### src/epwm_defines.svh
`ifndef EPWM_DEFINES_SVH
`define EPWM_DEFINES_SVH

// ==================================================
// register byte offsets
`define EPWM_OFS_DUTY_HIGH   8'h00
`define EPWM_OFS_CONTROL     8'h04
`define EPWM_OFS_PERIOD      8'h08
`define EPWM_OFS_TIMER_CTL   8'h0C
`define EPWM_OFS_SHADOW      8'h10
`define EPWM_OFS_STATUS      8'h14

// ==================================================
// control register fields
`define EPWM_CTL_MODE_BIT    0
`define EPWM_CTL_LSB_HI      5
`define EPWM_CTL_LSB_LO      4
`define EPWM_CTL_CFG_HI      7
`define EPWM_CTL_CFG_LO      6

// ==================================================
// timer control fields
`define EPWM_TCTL_PS_HI      1
`define EPWM_TCTL_PS_LO      0
`define EPWM_TCTL_ON_BIT     2

// ==================================================
// status fields
`define EPWM_STAT_OUT_BIT    8

// ==================================================
// reset values
`define EPWM_RST_BYTE        8'h00
`define EPWM_RST_PERIOD      8'hFF
`define EPWM_RST_DUTY        10'h000

// ==================================================
// timing: one timer step spans four oscillator phases times the prescale factor
`define EPWM_PHASES          4

`endif

### src/epwm_pkg.sv
package epwm_pkg;

    typedef enum logic [1:0] {
        EPWM_CFG_SINGLE  = 2'h0,
        EPWM_CFG_FWD     = 2'h1,
        EPWM_CFG_HALF    = 2'h2,
        EPWM_CFG_REV     = 2'h3
    } epwm_cfg_t;

    typedef enum logic [1:0] {
        EPWM_PS_1        = 2'h0,
        EPWM_PS_4        = 2'h1,
        EPWM_PS_16       = 2'h2,
        EPWM_PS_16B      = 2'h3
    } epwm_ps_t;

endpackage

### src/epwm_core.sv
`timescale 1ns/1ps
`default_nettype none
`include "epwm_defines.svh"

module epwm_core
    import epwm_pkg::*;
(
    input  wire logic        clk_i,
    input  wire logic        rst_i,
    input  wire logic        wb_cyc_i,
    input  wire logic        wb_stb_i,
    input  wire logic        wb_we_i,
    input  wire logic [7:0]  wb_adr_i,
    input  wire logic [3:0]  wb_sel_i,
    input  wire logic [31:0] wb_dat_i,
    output logic      [31:0] wb_dat_o,
    output logic             wb_ack_o,
    output logic             bridge_output_a_o,
    output logic             bridge_output_b_o,
    output logic             bridge_output_c_o,
    output logic             bridge_output_d_o
);

    // ==================================================
    // software registers
    logic [7:0]  duty_high_byte_r;
    logic [7:0]  pwm_control_reg_r;
    logic [7:0]  period_register_r;
    logic [7:0]  timer_ctl_r;
    logic [7:0]  duty_shadow_reg_r;
    logic [1:0]  duty_latch_r;
    logic        mod_r;
    logic        ack_r;
    logic [31:0] rdata_r;

    // ==================================================
    // decode
    logic        wb_req;
    logic        wb_wr;
    logic        lane0;
    logic        pwm_mode;
    logic        timer_run;
    logic [1:0]  ps_sel;
    logic [1:0]  out_cfg;
    logic [9:0]  duty_buf;
    logic [9:0]  duty_active;
    logic [9:0]  ext_count;
    logic [7:0]  period_timer;
    logic [1:0]  low_bits;
    logic        period_end;
    logic [3:0]  pins;
    logic        mod_nxt;
    logic        duty_match;
    logic        mod_out;
    logic [31:0] rdata_nxt;

    function automatic logic hit(input logic [7:0] adr, input logic [7:0] ofs);
        hit = (adr[7:2] == ofs[7:2]);
    endfunction

    assign wb_req    = wb_cyc_i && wb_stb_i && !ack_r;
    assign wb_wr     = wb_req && wb_we_i;
    assign lane0     = wb_sel_i[0];
    assign pwm_mode  = pwm_control_reg_r[`EPWM_CTL_MODE_BIT];
    assign timer_run = timer_ctl_r[`EPWM_TCTL_ON_BIT];
    assign ps_sel    = timer_ctl_r[`EPWM_TCTL_PS_HI:`EPWM_TCTL_PS_LO];
    assign out_cfg   = pwm_control_reg_r[`EPWM_CTL_CFG_HI:`EPWM_CTL_CFG_LO];

    // upper eight from the high-byte register, lower two from control
    assign duty_buf    = {duty_high_byte_r,
                          pwm_control_reg_r[`EPWM_CTL_LSB_HI:`EPWM_CTL_LSB_LO]};
    assign duty_active = {duty_shadow_reg_r, duty_latch_r};
    assign ext_count   = {period_timer, low_bits};

    // ==================================================
    // period timer with prescaler
    epwm_timebase u_timebase (
        .clk_i        (clk_i),
        .rst_i        (rst_i),
        .run_i        (timer_run),
        .ps_sel_i     (ps_sel),
        .period_i     (period_register_r),
        .timer_o      (period_timer),
        .low_o        (low_bits),
        .period_end_o (period_end)
    );

    // ==================================================
    // bus slave: one wait state, ack for one cycle
    // the ack flop masks the request, so a master still holding its strobe
    // on the ack edge is never taken twice
    always_ff @(posedge clk_i) begin
        if (rst_i) begin
            ack_r <= 1'b0;
        end else begin
            ack_r <= wb_req;
        end
    end

    assign wb_ack_o = ack_r;

    always_ff @(posedge clk_i) begin
        if (rst_i) begin
            duty_high_byte_r  <= `EPWM_RST_BYTE;
            pwm_control_reg_r <= `EPWM_RST_BYTE;
            period_register_r <= `EPWM_RST_PERIOD;
            timer_ctl_r       <= `EPWM_RST_BYTE;
        end else if (wb_wr && lane0) begin
            // duty fields take writes at any moment; they reach the
            // waveform only through the shadow at a period end
            if (hit(wb_adr_i, `EPWM_OFS_DUTY_HIGH)) begin
                duty_high_byte_r <= wb_dat_i[7:0];
            end
            if (hit(wb_adr_i, `EPWM_OFS_CONTROL)) begin
                pwm_control_reg_r <= wb_dat_i[7:0];
            end
            if (hit(wb_adr_i, `EPWM_OFS_PERIOD)) begin
                period_register_r <= wb_dat_i[7:0];
            end
            if (hit(wb_adr_i, `EPWM_OFS_TIMER_CTL)) begin
                timer_ctl_r <= {5'h00, wb_dat_i[2:0]};
            end
        end
    end

    // ==================================================
    // duty double buffer
    always_ff @(posedge clk_i) begin
        if (rst_i) begin
            duty_shadow_reg_r <= `EPWM_RST_BYTE;
            duty_latch_r      <= 2'h0;
        end else if (period_end) begin
            duty_shadow_reg_r <= duty_buf[9:2];
            duty_latch_r      <= duty_buf[1:0];
        end else if (wb_wr && lane0 && !pwm_mode && hit(wb_adr_i, `EPWM_OFS_SHADOW)) begin
            // writable only outside PWM mode; ignored otherwise
            duty_shadow_reg_r <= wb_dat_i[7:0];
        end
    end

    // ==================================================
    // read mux, unmapped offsets read as zero
    always_comb begin
        rdata_nxt = 32'h0000_0000;
        if (hit(wb_adr_i, `EPWM_OFS_DUTY_HIGH)) begin
            rdata_nxt[7:0] = duty_high_byte_r;
        end else if (hit(wb_adr_i, `EPWM_OFS_CONTROL)) begin
            rdata_nxt[7:0] = pwm_control_reg_r;
        end else if (hit(wb_adr_i, `EPWM_OFS_PERIOD)) begin
            rdata_nxt[7:0] = period_register_r;
        end else if (hit(wb_adr_i, `EPWM_OFS_TIMER_CTL)) begin
            rdata_nxt[7:0] = timer_ctl_r;
        end else if (hit(wb_adr_i, `EPWM_OFS_SHADOW)) begin
            rdata_nxt[7:0] = duty_shadow_reg_r;
        end else if (hit(wb_adr_i, `EPWM_OFS_STATUS)) begin
            rdata_nxt[7:0] = period_timer;
            rdata_nxt[`EPWM_STAT_OUT_BIT] = mod_out;
        end
    end

    always_ff @(posedge clk_i) begin
        if (rst_i) begin
            rdata_r <= 32'h0000_0000;
        end else if (wb_req && !wb_we_i) begin
            rdata_r <= rdata_nxt;
        end
    end

    assign wb_dat_o = rdata_r;

    // ==================================================
    // modulated waveform
    // the compare uses the buffered value, so a duty write mid-period
    // cannot cut the running pulse short; a duty past the period never
    // matches and the output simply stays active
    // the match gates the output in its own cycle; leaving it to the flop
    // alone would stretch every pulse by one clock
    assign duty_match = (ext_count == duty_active);
    assign mod_out    = mod_r && !duty_match;

    always_comb begin
        mod_nxt = mod_r;
        if (!pwm_mode || !timer_run) begin
            mod_nxt = 1'b0;
        end else if (period_end) begin
            mod_nxt = (duty_buf != `EPWM_RST_DUTY);
        end else if (duty_match) begin
            mod_nxt = 1'b0;
        end
    end

    always_ff @(posedge clk_i) begin
        if (rst_i) begin
            mod_r <= 1'b0;
        end else begin
            mod_r <= mod_nxt;
        end
    end

    // ==================================================
    // output steering
    epwm_steer u_steer (
        .clk_i (clk_i),
        .rst_i (rst_i),
        .en_i  (pwm_mode),
        .cfg_i (out_cfg),
        .mod_i (mod_out),
        .out_o (pins)
    );

    assign bridge_output_a_o = pins[0];
    assign bridge_output_b_o = pins[1];
    assign bridge_output_c_o = pins[2];
    assign bridge_output_d_o = pins[3];
endmodule

`default_nettype wire

### src/epwm_timebase.sv
`timescale 1ns/1ps
`default_nettype none
`include "epwm_defines.svh"

module epwm_timebase
    import epwm_pkg::*;
(
    input  wire logic       clk_i,
    input  wire logic       rst_i,
    input  wire logic       run_i,
    input  wire logic [1:0] ps_sel_i,
    input  wire logic [7:0] period_i,
    output logic      [7:0] timer_o,
    output logic      [1:0] low_o,
    output logic            period_end_o
);

    // ==================================================
    // prescaler: 4 phases times factor 1, 4 or 16
    logic [5:0] pre_r;
    logic [5:0] pre_top;
    logic       step;

    assign pre_top = (ps_sel_i == EPWM_PS_1) ? 6'h03 :
                     (ps_sel_i == EPWM_PS_4) ? 6'h0F : 6'h3F;
    assign step = run_i && (pre_r == pre_top);
    // low bits advance once per prescale clocks, extending the timer
    assign low_o = (ps_sel_i == EPWM_PS_1) ? pre_r[1:0] :
                   (ps_sel_i == EPWM_PS_4) ? pre_r[3:2] : pre_r[5:4];
    assign period_end_o = step && (timer_o == period_i);

    always_ff @(posedge clk_i) begin
        if (rst_i || !run_i) begin
            pre_r <= 6'h00;
        end else if (step) begin
            pre_r <= 6'h00;
        end else begin
            pre_r <= pre_r + 6'h01;
        end
    end

    // a stopped timer restarts from zero, so a new shorter period never waits out a wrap
    always_ff @(posedge clk_i) begin
        if (rst_i || !run_i) begin
            timer_o <= 8'h00;
        end else if (period_end_o) begin
            timer_o <= 8'h00;
        end else if (step) begin
            timer_o <= timer_o + 8'h01;
        end
    end

endmodule

`default_nettype wire

### src/epwm_steer.sv
`timescale 1ns/1ps
`default_nettype none

module epwm_steer
    import epwm_pkg::*;
(
    input  wire logic       clk_i,
    input  wire logic       rst_i,
    input  wire logic       en_i,
    input  wire logic [1:0] cfg_i,
    input  wire logic       mod_i,
    output logic      [3:0] out_o
);

    // out_o bit order: {d, c, b, a}
    logic [3:0] out_nxt;

    assign out_nxt = !en_i                   ? 4'h0 :
                     (cfg_i == EPWM_CFG_SINGLE) ? {3'h0, mod_i} :
                     (cfg_i == EPWM_CFG_HALF)   ? {2'h0, mod_i, mod_i} :
                     (cfg_i == EPWM_CFG_FWD)    ? {mod_i, 2'h0, 1'b1} :
                                                  {1'b0, 1'b1, mod_i, 1'b0};

    always_ff @(posedge clk_i) begin
        if (rst_i) begin
            out_o <= 4'h0;
        end else begin
            out_o <= out_nxt;
        end
    end

endmodule

`default_nettype wire

### config.mk
export PLATFORM = sky130hd
export DESIGN_NAME = epwm_core
export DESIGN_NICKNAME = d
export VERILOG_FILES = /design/src/epwm_pkg.sv /design/src/epwm_core.sv /design/src/epwm_timebase.sv /design/src/epwm_steer.sv
export VERILOG_INCLUDE_DIRS = /design/src
export SDC_FILE = /design/constraint.sdc
export NUM_CORES = 1
export LEC_CHECK = 0
export BUFFER_PORTS_ARGS = -buffer_cell sky130_fd_sc_hd__buf_2
export CAP_MARGIN = 10
export CORE_MARGIN = 2
export CORE_UTILIZATION = 35
export DETAILED_ROUTE_END_ITERATION = 7
export HOLD_SLACK_MARGIN = 0.15
export SLEW_MARGIN = 10
export SYNTH_ARGS = -nofsm -noshare
export SYNTH_HDL_FRONTEND = slang
export SYNTH_SLANG_ARGS = --single-unit
### constraint.sdc
create_clock -name clk_i -period 2.1 [get_ports clk_i]
set_clock_uncertainty 0.2 [all_clocks]
set_input_delay 0.21 -clock clk_i [delete_from_list [all_inputs] [get_ports clk_i]]
set_output_delay 0.21 -clock clk_i [all_outputs]
set_load 0.005 [all_outputs]
## Word level (Yosys, flattened, before mapping)

Cells that the tools add are included.

- Input port bits: 49
- Register bits: 66

- Eq/ne operators: 11
- Add/subtract/negate cells: 2
- Muxes and demuxes: 22
- Bitwise gates (word level): 2
- Reductions and logical operators: 34

Operators by type and width:

| operator | count |
|---|---|
| $mux W8 | 7 |
| $eq A6 B2 Y1 const B | 2 |
| $eq A6 B3 Y1 const B | 2 |
| $mux W6 | 2 |
| $eq A10 B10 Y1 | 1 |
| $logic_and A1 B1 Y1 | 10 |
| $reduce_bool A10 Y1 | 1 |
| $mux W9 | 1 |
| $add A8 B1 Y8 const B | 1 |
| $eq A8 B8 Y1 | 1 |
| $mux W1 | 8 |
| $reduce_and A2 Y1 | 4 |
| $reduce_or A2 Y1 | 4 |
| $add A6 B1 Y6 const B | 1 |
| $eq A6 B1 Y1 const B | 1 |
| $eq A6 B6 Y1 | 1 |
| $logic_not A6 Y1 | 1 |
| $mux W2 | 3 |
| $logic_not A1 Y1 | 5 |
| $reduce_or A5 Y1 | 1 |
| $eq A2 B1 Y1 const B | 2 |
| $logic_not A2 Y1 | 2 |
| $reduce_bool A2 Y1 | 2 |
| $reduce_or A4 Y1 | 1 |
| 5 further kinds | 7 |

## Depth between registers and ports, before layout

Gate-level depths: netlist of run 1.

- Depth after elaboration: 12
- Gate-level depth with buffers: 7

## Modules after synthesis

From an unflattened synthesis of run 1, not the netlist that was laid out.

- Cell total of the unflattened synthesis: 396
- Area, all modules: 3484.6 um^2

Modules (own cells, without submodules):

| module | seq. area each (um^2) | area each (um^2) | instances | cells an instance |
|---|---|---|---|---|
| epwm_core | 960.9 | 2527.4 | 1 | 291 |
| epwm_timebase | 280.3 | 818.3 | 1 | 94 |
| epwm_steer | 80.1 | 138.9 | 1 | 11 |

## Worst setup path after synthesis of run 1

OpenSTA, ideal clock, no wires.

- Path type: register to register
- Start: reg timer_ctl_r[1]
- End: reg mod_r
- Required time: 1.770 ns
- Buffers on the path: 2
- Setup time: 0.130 ns
- Path slack: -0.081 ns
- Data arrival time: 1.851 ns
- Stages on the path, launching flop included: 8
- Cells stage by stage: dfxtp_1 -> buf_6 -> or4_4 -> a221oi_4 -> nand3_4 -> buf_6 -> o211ai_2 -> a21oi_1

- Cells in the longest elaborated chain, start to end: 7

RTL lines:

| what | line | text |
|---|---|---|
| from (decl) | epwm_core.sv:29 | `logic [7:0] timer_ctl_r;` |
| from (signal assigned) | epwm_core.sv:107 | `` timer_ctl_r <= `EPWM_RST_BYTE; `` |
| from (signal assigned) | epwm_core.sv:121 | `timer_ctl_r <= {5'h00, wb_dat_i[2:0]};` |
| $eq A2 B1 Y1 | epwm_timebase.sv:25, epwm_timebase.sv:29 |  |
| $mux W6 | epwm_timebase.sv:25 | `(ps_sel_i == EPWM_PS_4) ? 6'h0F : 6'h3F;` |
| $mux W6 | epwm_timebase.sv:24 | `assign pre_top = (ps_sel_i == EPWM_PS_1) ? 6'h03 :` |
| $eq A6 B6 Y1 | epwm_timebase.sv:26 | `assign step = run_i && (pre_r == pre_top);` |
| $logic_and A1 B1 Y1 | epwm_timebase.sv:26 |  |
| $logic_and A1 B1 Y1 | epwm_timebase.sv:30 | `assign period_end_o = step && (timer_o == period_i);` |
| $mux W1 / $reduce_bool A2 Y1 (equally long branches) | n/a |  |
| to (signal assigned) | epwm_core.sv:196 | `mod_r <= mod_nxt;` |
| to (decl) | epwm_core.sv:32 | `logic mod_r;` |

Parallel ways exist; a longest one is shown, timed or not.
A chain may end at the register's enable or synchronous reset.

## Worst setup path in the final report of run 1

- Start: reg u_timebase.pre_r[3]
- End: reg mod_r

- Cells in the longest elaborated chain, start to end: 4

RTL lines:

| what | line | text |
|---|---|---|
| from (decl) | epwm_timebase.sv:20 | `logic [5:0] pre_r;` |
| from (signal assigned) | epwm_timebase.sv:38 | `pre_r <= pre_r + 6'h01;` |
| $mux W2 / $eq A6 B6 Y1 (equally long branches) | epwm_timebase.sv:29, epwm_timebase.sv:26 |  |
| $mux W2 / $logic_and A1 B1 Y1 (equally long branches) | epwm_timebase.sv:28, epwm_timebase.sv:26 |  |
| $eq A10 B10 Y1 / $logic_and A1 B1 Y1 (equally long branches) | epwm_core.sv:178, epwm_timebase.sv:30 |  |
| $reduce_bool A2 Y1 (no source line) / $mux W1 (equally long branches) | n/a |  |

Parallel ways exist; a longest one is shown, timed or not.

==> results by stage, run 1 <==
Routing:
- The highest metal layer carrying signal wires in the routed design is met4.
- The routed layout has 2793 vias.
- The sum of routed wire segments on met1 is 4.029 mm.
- The iteration-0 DRC count of the detailed router is 93.
- After detailed routing, the number of remaining DRC violations is 0.
- The total wire length after detailed routing is 8.421 mm.
- The met3 layer wire length in the routed design is 335 um.
- The count of nets left with antenna violations once routing finished came out at 0.
- The routed length on met2 is 3.925 mm.
- In the routed layout, each cell is associated on average with a via count of 4.774.
- The average wire length per cell after detail routing is 14.39 um.
- The first detailed-routing pass took 5 iterations.

Placement:
- The HPWL after detailed placement is 6.190 mm.
- The placer congestion estimate is 0.8690.
- The placed standard-cell area is 3795 um2.
- The count of port buffers added during placement is 33.

Power and ir drop:
- Of the total power, the share spent switching nets is 0.2103.
- Across the VDD grid, the largest voltage drop is 0.2570 mV.
- The power density over the cells is 648.9 nW/um2.
- The share of total power dissipated in sequential elements is 0.457.
- Of the total power, the clock network draws 0.488.
- The switching power total is 576.4 uW.
- Summed over all cells, the static leakage comes to 1.901 nW.
- The power share of the combinational group is 0.054.
- The internal power consumption is 2.165 mW.

Global route:
- The via count of the first global-routing pass is 2749.
- The pin count of the biggest net entering global routing is 26.
- The first global-routing pass estimated 13.83 mm of wire.
- The total overflow left after global routing is 0.
- The number of antenna violations at the first check in global routing is 0.
- The all-layer global routing usage is 0.1712.

Synth:
- The mean instance size in the synthesized netlist is 8.991 um2.
- Among all flip-flop cells after synthesis, the most frequent one is sky130_fd_sc_hd__dfxtp_1.
- The count of mapped cells out of synthesis is 382.
- The count of synthesis-stage warnings from yosys is 0.
- The post-synthesis instance area is 3435 um2.
- The number of flops mapped to enable cells by yosys is 0.
- The register bit total from synthesis is 66.
- After synthesis, the netlist uses 44 different library cells.
- Of the post-synthesis cell area, the dominant cell type holds 0.3847.
- The cell type contributing the most total cell area after synthesis is sky130_fd_sc_hd__dfxtp_1.
- Sorting the synthesized cells by area gives the leading types as sky130_fd_sc_hd__dfxtp_1, sky130_fd_sc_hd__mux2i_1, sky130_fd_sc_hd__xor2_1, sky130_fd_sc_hd__nor2_1, sky130_fd_sc_hd__buf_4.
- The part of the Yosys area used for sequential elements is 0.3847.
- The fraction of synthesis flops using an asynchronous set or reset pin is 0.

Finish:
- Of the cells placed in the final design, the portion with a size suffix greater than 1 is 0.2212.
- The number of nets in the layout is 498.
- The commonest non-fill, non-tap cell in the layout is sky130_fd_sc_hd__dfxtp_1.
- The library cells used most frequently in the layout, excluding fill and tap cells, are sky130_fd_sc_hd__dfxtp_1, sky130_fd_sc_hd__nor2_1, sky130_fd_sc_hd__mux2i_1.
- The final core area utilization is 0.4382.
- Counting the fill cells in the layout gives 964.
- The post-route cell area is 4224 um2.
- The growth of design area from synthesis to finish is 22.99%.
- The number of antenna repair diodes is 0.

Floorplan:
- For this configuration, the core starts out at a cell density of 0.3563.
- The area of the core is 9639 um2.
- The number of standard-cell rows in the floorplan is 36.
- The die covers 10620 um2.
- In this run the horizontal extent of the chip is 103.1 um.
- The I/O pin total is 86.
- The vertical extent of the die is 103.1 um.

Worst setup path:
- On the critical path the largest part of the delay comes from simple AND/OR/NAND/NOR gates.
- The number of buffer and inverter stages on the critical path is 1.
- Along the worst path, the maximum fanout reaches 4.
- At the worst endpoint, the arrival time is 2040 ps.
- The worst-path cell with the longest stage delay is sky130_fd_sc_hd__or4_4.
- The worst setup path is launched from a flop.
- Walking the worst path, the cells encountered are or4_4 > a221oi_4 > nand3_4 > buf_6 > o211ai_2 > a21oi_1.
- The critical path depth is 6.
- The critical path is of the flop to flop type.
- In this run the critical register-to-register path is launched from u_timebase.pre_r[3].
- The critical path capture point type is a flop.
- The number of cells on the worst reg-to-reg path is 6.
- The most critical setup path has its startpoint at u_timebase.pre_r[3].
- The peak per-stage delay on the critical path is 540 ps.
- The data required time of the critical path is 2120 ps.

Clocking:
- In this run the clock root is driven by a sky130_fd_sc_hd__clkbuf_8.
- The worst-case clock buffer depth is 2.
- For the worst-skew pair, the clock arrives at the later sink with an insertion delay of 350 ps.
- The total CTS buffers is 9.
- The H-tree was split into 3 levels.
- The clock transition at the registers of the reported paths is 80 ps.
- The clock drives 66 sinks.
- The TritonCTS clock tree is done.

STA:
- The number of slew-limit violations in the final report was 0.
- The final hold violation count is 0.
- The part of the cycle the worst path needs is 0.9617.
- The setup-violating endpoint count in the final report is 0.
- The final critical path time including I/O delays and setup is 2020 ps.
- Based on the critical path, the design can be clocked at up to 0.4952 GHz.
- Setup repair after global routing could not meet its margin everywhere.

Worst hold path:
- The worst hold path class is input port to flop.
- Along the worst hold path, the cell count comes to 4.
- The beginning of the worst hold path is wb_adr_i[3].

Run status:
- The flow ran to the end, and the final reports show no timing, DRC or antenna violations.

Flow run:
- The number of violations of the max-capacitance limit is 0.
[synth_stat cells (3+ instances only)]
library cell / count
sky130_fd_sc_hd__dfxtp_1: 66
sky130_fd_sc_hd__clkbuf_1: 15
sky130_fd_sc_hd__o22ai_1: 4
sky130_fd_sc_hd__and3_1: 4
sky130_fd_sc_hd__xnor2_1: 3
sky130_fd_sc_hd__mux2i_1: 42
sky130_fd_sc_hd__nand3b_1: 11
sky130_fd_sc_hd__nor4_1: 6
sky130_fd_sc_hd__or3_1: 3
sky130_fd_sc_hd__nand2b_1: 9
sky130_fd_sc_hd__o21ai_0: 14
sky130_fd_sc_hd__nand4_1: 6
sky130_fd_sc_hd__xor2_1: 26
sky130_fd_sc_hd__buf_6: 3
sky130_fd_sc_hd__a211oi_2: 8
sky130_fd_sc_hd__nand3_1: 6
sky130_fd_sc_hd__nor2b_1: 3
sky130_fd_sc_hd__nor2_1: 53
sky130_fd_sc_hd__nor3_1: 5
sky130_fd_sc_hd__nand2_1: 38
sky130_fd_sc_hd__a32oi_1: 5
sky130_fd_sc_hd__buf_4: 23
[worst paths after layout]
check                end  slack (ps)
max reg2reg        mod_r          80
min reg2reg  wb_dat_o[8]         250
max                mod_r          80
min          wb_dat_o[0]         170
[repair_timing]
item / 4_1_cts / 5_1_grt
hold buffers: 14 / 0
setup endpoints to repair: 0 / 17
hold endpoints to repair: 41 / 0
resized for setup: 0 / 6
buffers inserted: 0 / 2
[per-layer routing]
metal	vias up	GRT usage
li1	1402	-
met1	1317	0.2265
met2	66	0.2712
met3	8	0.04542
met4	0	0.05769
met5	-	0
[through the flow]
stage,setup TNS [ps],hold WS [ps],setup WS (ps),power (mW),instances
after CTS,0,164.2,21.25,2.753,583
after floorplan,-196.7,134.1,-37.11,1.385,404
after detailed placement,-0.8944,241.5,-0.8944,1.409,553
final,0,165.8,80.46,2.741,585
after global placement,0,235.2,22.94,1.408,553
after global routing,-49.39,190.8,-18.38,2.840,585
[power groups by stage]
stage	Sequential, mW	Combinational, mW	Clock (mW)
floorplan	1.28	0.102	0
global placement	1.28	0.125	0
detailed placement	1.28	0.126	0
CTS	1.25	0.147	1.35
global route	1.25	0.166	1.42
finish	1.25	0.148	1.34
[state kept, by name, summed over array words and instances (netlist names)]
register            count
mod_r                   1
u_timebase.pre_r        6
pwm_control_reg_r       8
duty_shadow_reg_r       8
period_register_r       8
duty_latch_r            2
timer_ctl_r             3
duty_high_byte_r        8
u_steer.out_o           4
wb_dat_o                9
u_timebase.timer_o      8
wb_ack_o                1
[cells by family after synthesis]
family | after synthesis | share of synthesized area
compound gates | 41 | 0.09763
other cells | 1 | 0.001092
buf+inv | 47 | 0.08379
fa+ha+maj | 2 | 0.007285
simple gates | 153 | 0.2226
xor+xnor | 29 | 0.07395
mux | 43 | 0.1290
flops | 66 | 0.3847
[layout make-up]
type / count / area (um2) / area share
well taps: 133 / 166.4 / 0.03940
inverters: 2 / 7.507 / 0.001777
multi-input cells: 291 / 1926 / 0.4559
flip-flops and latches: 66 / 1323 / 0.3131
clock buffers: 11 / 151.4 / 0.03584
repair buffers: 77 / 550.5 / 0.1303
clock inverters: 5 / 100.1 / 0.02370
[worst min-delay path, delay by kind of cell]
kind / cells / cell delay [ps]
AOI/OAI and AO/OA: 2 / 190
buffers and inverters: 1 / 170
and+or+nand+nor: 1 / 90
Power figures use the tool's default switching activity.
==> inputs of run 2 (changes only) <==
==> constraint.sdc (replaced) <==
create_clock -name clk_i -period 2.1 [get_ports clk_i]
set_clock_uncertainty 0.2 [all_clocks]
set_input_delay 0.315 -clock clk_i [delete_from_list [all_inputs] [get_ports clk_i]]
set_output_delay 0.315 -clock clk_i [all_outputs]
set_load 0.005 [all_outputs]
==> run 2 against run 1 <==
Sequential share of layout area increased by 0.17 points. Worst hold slack improved by 7.6 ps. Wire length decreased by 0.34%.
==> results by stage, run 2 (synthesis results as in run 1) <==
Flow run:
- The number of violations of the max-capacitance limit came to 0 (unchanged).

Global route:
- The wire length of the first global-routing pass is 13.90 mm (+0.45%).
- The aggregate global routing overflow is 0 (unchanged).
- The number of antenna violations at the first check in global routing came to 0 (unchanged).
- The via count of the first global-routing pass is 2775 (+0.95%).
- The all-layer global routing usage is 0.1702 (-0.001036).
- The pin count of the biggest net entering global routing was 24 (-7.7%).

Worst setup path:
- The worst path arrival time was 2090 ps (+50 ps).
- The highest fanout seen on the critical path was 4 (unchanged).
- The critical path in this run is classified as flop to flop.
- The data required time of the critical path came to 2110 ps (about the same).
- The kind of start point of the critical path is a flop.
- The critical path capture point type is a flop.

Clocking:
- The clock latency at the later pin of the worst-skew pair came to 340 ps (about the same).
- The clock transition at the registers of the reported paths is 70 ps (about the same).
- The number of sinks driven by the clock tree is 66 (unchanged).
- TritonCTS built the clock tree.
- The total CTS buffers was 9 (unchanged).
- The worst-case clock buffer depth is 2 (unchanged).
- The number of H-tree levels is 3 (unchanged).
- Clock tree synthesis selected as its root buffer the cell sky130_fd_sc_hd__clkbuf_8.

Finish:
- In the layout the commonest cells are sky130_fd_sc_hd__dfxtp_1, sky130_fd_sc_hd__nor2_1, sky130_fd_sc_hd__mux2i_1.
- The filler-free cell count of the finished design came to 589 (+0.68%).
- The area of combinational cells with multiple inputs is 1941 um2 (+0.78%).
- The growth of design area from synthesis to finish is 22.33%.
- The number of antenna repair diodes is 0 (unchanged).
- The number of nets in the layout is 502 (+0.80%).
- The area taken by flip-flops and latches is 1323 um2 (unchanged).
- The fill cell instance count of the final layout is 964 (unchanged).
- The number of flip-flops under the largest register name is 9 (unchanged).
- The commonest non-fill, non-tap cell in the layout is sky130_fd_sc_hd__dfxtp_1.
- The ratio of cells with drive above 1 in the final layout is 0.2390 (+0.01780).

Run status:
- The run finished with clean final reports.

STA:
- The peak clock frequency supported by timing is 0.4811 GHz (-2.8%).
- The total negative setup slack is 0 ps (unchanged).
- The number of slew-limit violations in the final report was 0 (unchanged).
- The setup-violating endpoint count in the final report is 0 (unchanged).
- The part of the cycle the worst path needs is 0.9899 (+0.02817).
- The final hold violation count is 0 (unchanged).
- Setup repair after global routing could not meet its margin everywhere.
- The minimum hold slack is 173.3 ps (+7.555 ps).
- The final critical path time including I/O delays and setup came to 2079 ps (+59.15 ps).

Power and ir drop:
- The peak supply drop is 0.2920 mV (+14%).
- The leakage power total is 1.901 nW (about the same).
- The power density over the cells was 592.2 nW/um2 (-8.7%).

Worst hold path:
- The min-delay analysis places its worst path in the category input port to flop.

Routing:
- The number of optimization iterations in the first detailed-route pass is 4 (-1).
- The total wire length after detailed routing is 8.392 mm (-0.34%).
- The total vias in the final route came to 2850 (+2.0%).
- The vias per cell came to 4.839 (+1.3%).
- The number of remaining DRC errors was 0 (unchanged).
- The iteration-0 DRC count of the detailed router is 111 (+19%).
- The count of nets left with antenna violations after detail routing is 0 (unchanged).
- The average wire length per cell after detail routing is 14.25 um (-1.0%).

Placement:
- The number of cells after detailed placement is 560 (+1.3%).
- The count of port buffers added during placement came to 33 (unchanged).
- The HPWL after detailed placement is 6.292 mm (+1.7%).
- The placer congestion estimate is 0.8997 (+3.5%).

Floorplan:
- The vertical extent of the die is 103.1 um (unchanged).
- The starting density of the core is 0.3563 (unchanged).
- The area of the core is 9639 um2 (unchanged).
- The die footprint is 10620 um2 (unchanged).
- The horizontal extent of the die is 103.1 um (unchanged).
- The I/O pin total was 86 (unchanged).
- The number of standard-cell rows in the floorplan is 36 (unchanged).
## run 2: changes by cell type in the layout (fill, tap and decap cells not counted), sizes merged
cell / delta
dlygate4sd3: -3
clkbuf: +3
clkinv: -1
bufinv: -2
buf: +7
## run 2: per-stage QoR
stage	power, mW	setup slack (ps)	cell area, um2	util
floorplan	1.385	-37.11	3525	-
global placement	1.415	-51.42	3847	0.3991
detailed placement	1.415	-78.13	3847	0.3991
CTS	2.506	13.06	4159	0.4315
global route	2.583	-48.88	4202	0.4359
finish	2.488	21.31	4202	0.4359
## run 2: critical path, cell delays in order, from the launching register on
cell	delay, ps
sky130_fd_sc_hd__dfxtp_2	320
sky130_fd_sc_hd__or4_4	540
sky130_fd_sc_hd__a221oi_4	360
sky130_fd_sc_hd__nand3_4	160
sky130_fd_sc_hd__buf_4	180
sky130_fd_sc_hd__o211ai_2	140
sky130_fd_sc_hd__a21oi_1	50
## run 2: what timing repair did
item                                    CTS  global route
cloned                                    0             1
resized for setup                         1            10
hold buffers                             11             0
pin swaps                                 0             9
buffers inserted                          0             1
hold endpoints to repair                 30             0
endpoints found under the setup margin    1            18
## run 2: final cells by class
class / count / area share
clock inverter: 2 / 0.008338
multi-input combinational: 291 / 0.4619
inverter: 2 / 0.001787
sequential: 66 / 0.3148
clock buffer: 14 / 0.03871
tap: 133 / 0.03961
timing repair buffer: 81 / 0.1349
## run 2: final timing paths
path / start / end / slack, ps / depth (start not counted)
min: wb_cyc_i / wb_ack_o / 170 / 4
max reg2reg: timer_ctl_r[0] / mod_r / 20 / 6
max: timer_ctl_r[0] / mod_r / 20 / 6
min reg2reg: wb_dat_o[6] / wb_dat_o[6] / 260 / 2
## run 2: power breakdown
| part | switching, mW | total, mW | internal [mW] |
|---|---|---|---|
| registers | 0.00112 | 1.25 | 1.25 |
| clock network | 0.471 | 1.09 | 0.614 |
| logic | 0.0856 | 0.149 | 0.0634 |
| total | 0.558 | 2.49 | 1.93 |
## run 2: per-layer routing
metal | vias up | wire, um | global-route usage
met2 | 74 | 3841 | 0.2702
met3 | 13 | 422 | 0.03932
li1 | 1415 | - | -
met1 | 1348 | 3953 | 0.2242
met5 | - | 0 | 0
met4 | 0 | 175 | 0.06680
==> inputs of run 3 (changes only) <==
--- a/config.mk
+++ b/config.mk
@@ -18 +18,2 @@
 export SYNTH_SLANG_ARGS = --single-unit
+export TNS_END_PERCENT = 5
==> constraint.sdc (replaced) <==
create_clock -name clk_i -period 2.1 [get_ports clk_i]
set_clock_uncertainty 0.2 [all_clocks]
set_input_delay 0.21 -clock clk_i [delete_from_list [all_inputs] [get_ports clk_i]]
set_output_delay 0.21 -clock clk_i [all_outputs]
set_load 0.005 [all_outputs]
==> run 3 against run 2 <==
Cell count down 0.17%. Total power is 0.41% higher. Flip-flop and latch count unchanged. Core utilization increased by 0.052 points. Cell area up 0.12%. First-iteration DRC count decreased by 6.3%. Non-clock buffer count is 1 lower. Setup slack gained 25 ps. Via count down 1.3%. Clock power hardly changed.
==> results by stage, run 3 (synthesis results as in run 1) <==
Worst setup path:
- The data required time of the critical path is 2120 ps (about the same).
- Walking the worst path, the cells encountered are or4_4 > a221oi_4 > nand3_4 > nand3b_1 > nor2_1.
- The critical path in this run is classified as flop to flop.
- The highest fanout seen on the critical path is 8 (+4).
- The number of buffer and inverter stages on the critical path was 0 (-1).
- STA classifies the critical path startpoint as a flop.
- The critical path depth was 5 (-1).
- The worst path arrival time is 2070 ps (-20 ps).
- The kind of cell with the highest combined delay on the critical path is simple AND/OR/NAND/NOR gates.
- The endpoint of the worst-slack reg-to-reg timing path is u_timebase.timer_o[2].
- The register-to-register setup slack is 50 ps (+20 ps).
- Following the worst setup path forward leads to its endpoint at u_timebase.timer_o[2].
- The worst setup path is captured at a flop.
- The startpoint identified for the worst register-to-register timing path is u_timebase.pre_r[2].
- For this design, the slowest cell found on the critical path is sky130_fd_sc_hd__or4_4.
- The peak per-stage delay on the critical path is 540 ps (about the same).
- The number of cells on the worst reg-to-reg path is 5 (-1).
- The start point of the critical path is u_timebase.pre_r[2].

Routing:
- The total vias in the final route was 2813 (-1.3%).
- The count of nets left with antenna violations after detail routing came to 0 (unchanged).
- The number of remaining DRC errors was 0 (unchanged).
- The total wire length after detailed routing is 8.657 mm (+3.2%).
- The iteration-0 DRC count of the detailed router is 104 (-6.3%).
- The number of optimization iterations in the first detailed-route pass is 4 (unchanged).
- The vias per cell was 4.784 (-1.1%).
- The average wire length per cell after detail routing came to 14.72 um (+3.3%).

Floorplan:
- The vertical extent of the die came to 103.1 um (unchanged).
- The starting density of the core is 0.3563 (unchanged).
- The I/O pin total is 86 (unchanged).
- The horizontal extent of the die is 103.1 um (unchanged).
- The die footprint is 10620 um2 (unchanged).
- The number of standard-cell rows in the floorplan is 36 (unchanged).
- The area of the core came to 9639 um2 (unchanged).

Power and ir drop:
- The power density over the cells is 594.0 nW/um2 (+0.29%).
- The leakage power total is 1.898 nW (-0.15%).
- The peak supply drop came to 0.2083 mV (-29%).
- The power consumption came to 2.498 mW (+0.41%).

Global route:
- The all-layer global routing usage is 0.1734 (+0.003197).
- The number of antenna violations at the first check in global routing came to 0 (unchanged).
- The via count of the first global-routing pass is 2752 (-0.83%).
- The wire length of the first global-routing pass is 13.90 mm (about the same).
- The pin count of the biggest net entering global routing is 23 (-4.2%).
- The aggregate global routing overflow came to 0 (unchanged).

Clocking:
- The number of sinks driven by the clock tree came to 66 (unchanged).
- The clock transition at the registers of the reported paths is 70 ps (about the same).
- The worst-case clock buffer depth is 2 (unchanged).
- TritonCTS built the clock tree.
- The clock latency at the later pin of the worst-skew pair is 350 ps (about the same).
- The number of H-tree levels is 3 (unchanged).
- The cell sitting at the root of the clock tree is a sky130_fd_sc_hd__clkbuf_8.
- The total CTS buffers was 9 (unchanged).

Placement:
- The number of cells after detailed placement came to 557 (-0.54%).
- The HPWL after detailed placement is 6.374 mm (+1.3%).
- The placer congestion estimate was 0.9322 (+3.6%).
- The setup slack after placement is 27.17 ps (+105.3 ps).
- The count of port buffers added during placement is 33 (unchanged).

Worst hold path:
- The worst hold path begins at wb_cyc_i.
- The worst hold path class is input port to flop.

STA:
- The number of slew-limit violations in the final report is 0 (unchanged).
- The setup-violating endpoint count in the final report is 0 (unchanged).
- The part of the cycle the worst path needs is 0.9780 (-0.01186).
- The minimum hold slack is 189.0 ps (+15.69 ps).
- The peak clock frequency supported by timing is 0.4869 GHz (+1.2%).
- The final hold violation count is 0 (unchanged).
- The headroom to the max-slew limit is 0.6449.
- Setup repair after global routing could not meet its margin everywhere.
- The pin slew with the least headroom to its limit is 530.7 ps.
- The smallest setup slack after layout is 46.21 ps (+24.90 ps).
- The final critical path time including I/O delays and setup is 2054 ps (-24.90 ps).

Finish:
- The number of flip-flops under the largest register name came to 9 (unchanged).
- The final core area utilization is 0.4364 (+0.0005200).
- The ratio of cells with drive above 1 in the final layout is 0.2154 (-0.02365).
- The area growth from synthesis to layout is 22.48%.
- The number of nets in the layout is 501 (-0.20%).
- The filler-free cell count of the finished design is 588 (-0.17%).
- The number of antenna repair diodes is 0 (unchanged).
- The library cells used most frequently in the layout, excluding fill and tap cells, are sky130_fd_sc_hd__dfxtp_1, sky130_fd_sc_hd__nor2_1, sky130_fd_sc_hd__mux2i_1.
- The commonest non-fill, non-tap cell in the layout is sky130_fd_sc_hd__dfxtp_1.

Run status:
- The flow ran to the end, and the final reports show no timing, DRC or antenna violations.

Flow run:
- The number of violations of the max-capacitance limit is 0 (unchanged).
==> run 3: cell types whose count changed in the layout (fill, tap and decap cells not counted), moves of 4 or more <==
cell	previous run	this run
sky130_fd_sc_hd__nor2_2	8	1
sky130_fd_sc_hd__nor2_1	45	52
sky130_fd_sc_hd__dlygate4sd3_1	11	15
sky130_fd_sc_hd__buf_4	34	29
==> run 3: area by class of cell <==
class	count	area, um2
Inverter	2	7.507
Fill cell	968	5433
Multi-Input combinational cell	291	1928
Tap cell	133	166.4
Timing Repair Buffer	80	584.3
Sequential cell	66	1323
Clock inverter	2	35.03
Clock buffer	14	162.7
==> run 3: per-stage QoR <==
| step | area, um2 | TNS, ps |
|---|---|---|
| 6_report | 4207 | 0 |
| 5_1_grt | 4207 | -298.7 |
| 4_1_cts | 4183 | 0 |
| 3_5_place_dp | 3835 | 0 |
| 3_3_place_gp | 3835 | 0 |
| 2_1_floorplan | 3518 | -222.0 |
==> run 3: worst reg2reg max path, cell delays in order, from the launching register on <==
cell and delay, ps:
sky130_fd_sc_hd__dfxtp_1 310, sky130_fd_sc_hd__or4_4 540, sky130_fd_sc_hd__a221oi_4 350, sky130_fd_sc_hd__nand3_4 130
sky130_fd_sc_hd__nand3b_1 310, sky130_fd_sc_hd__nor2_1 90
==> run 3: worst min-delay path by stage <==
stage                                 endpoint  slack [ps]  depth (start not counted)
after detailed placement           wb_dat_o[3]         240                          2
final                              wb_dat_o[0]         190                          4
after global routing               wb_dat_o[0]         250                          4
after global placement             wb_dat_o[5]         240                          2
after floorplan           period_register_r[0]         130                          2
after CTS                          wb_dat_o[0]         170                          4
==> run 3: report_power, final <==
part	total, mW	internal, mW	switching (mW)
registers	1.25	1.25	0.00111
clock network	1.09	0.613	0.479
logic	0.152	0.0647	0.0871
total	2.50	1.93	0.567
==> run 3: metal layers <==
layer	vias up	global-route usage	wire length, um
met4	0	0.06478	195
met5	-	0	0
li1	1411	-	-
met1	1331	0.2236	4023
met3	16	0.03661	337
met2	55	0.2852	4100
==> run 3: what timing repair did <==
action | CTS | global route
setup buffers | 0 | 0
endpoints found under the hold margin | 41 | 0
setup endpoints to repair | 0 | 18
resized for setup | 0 | 5
hold buffers | 15 | 0
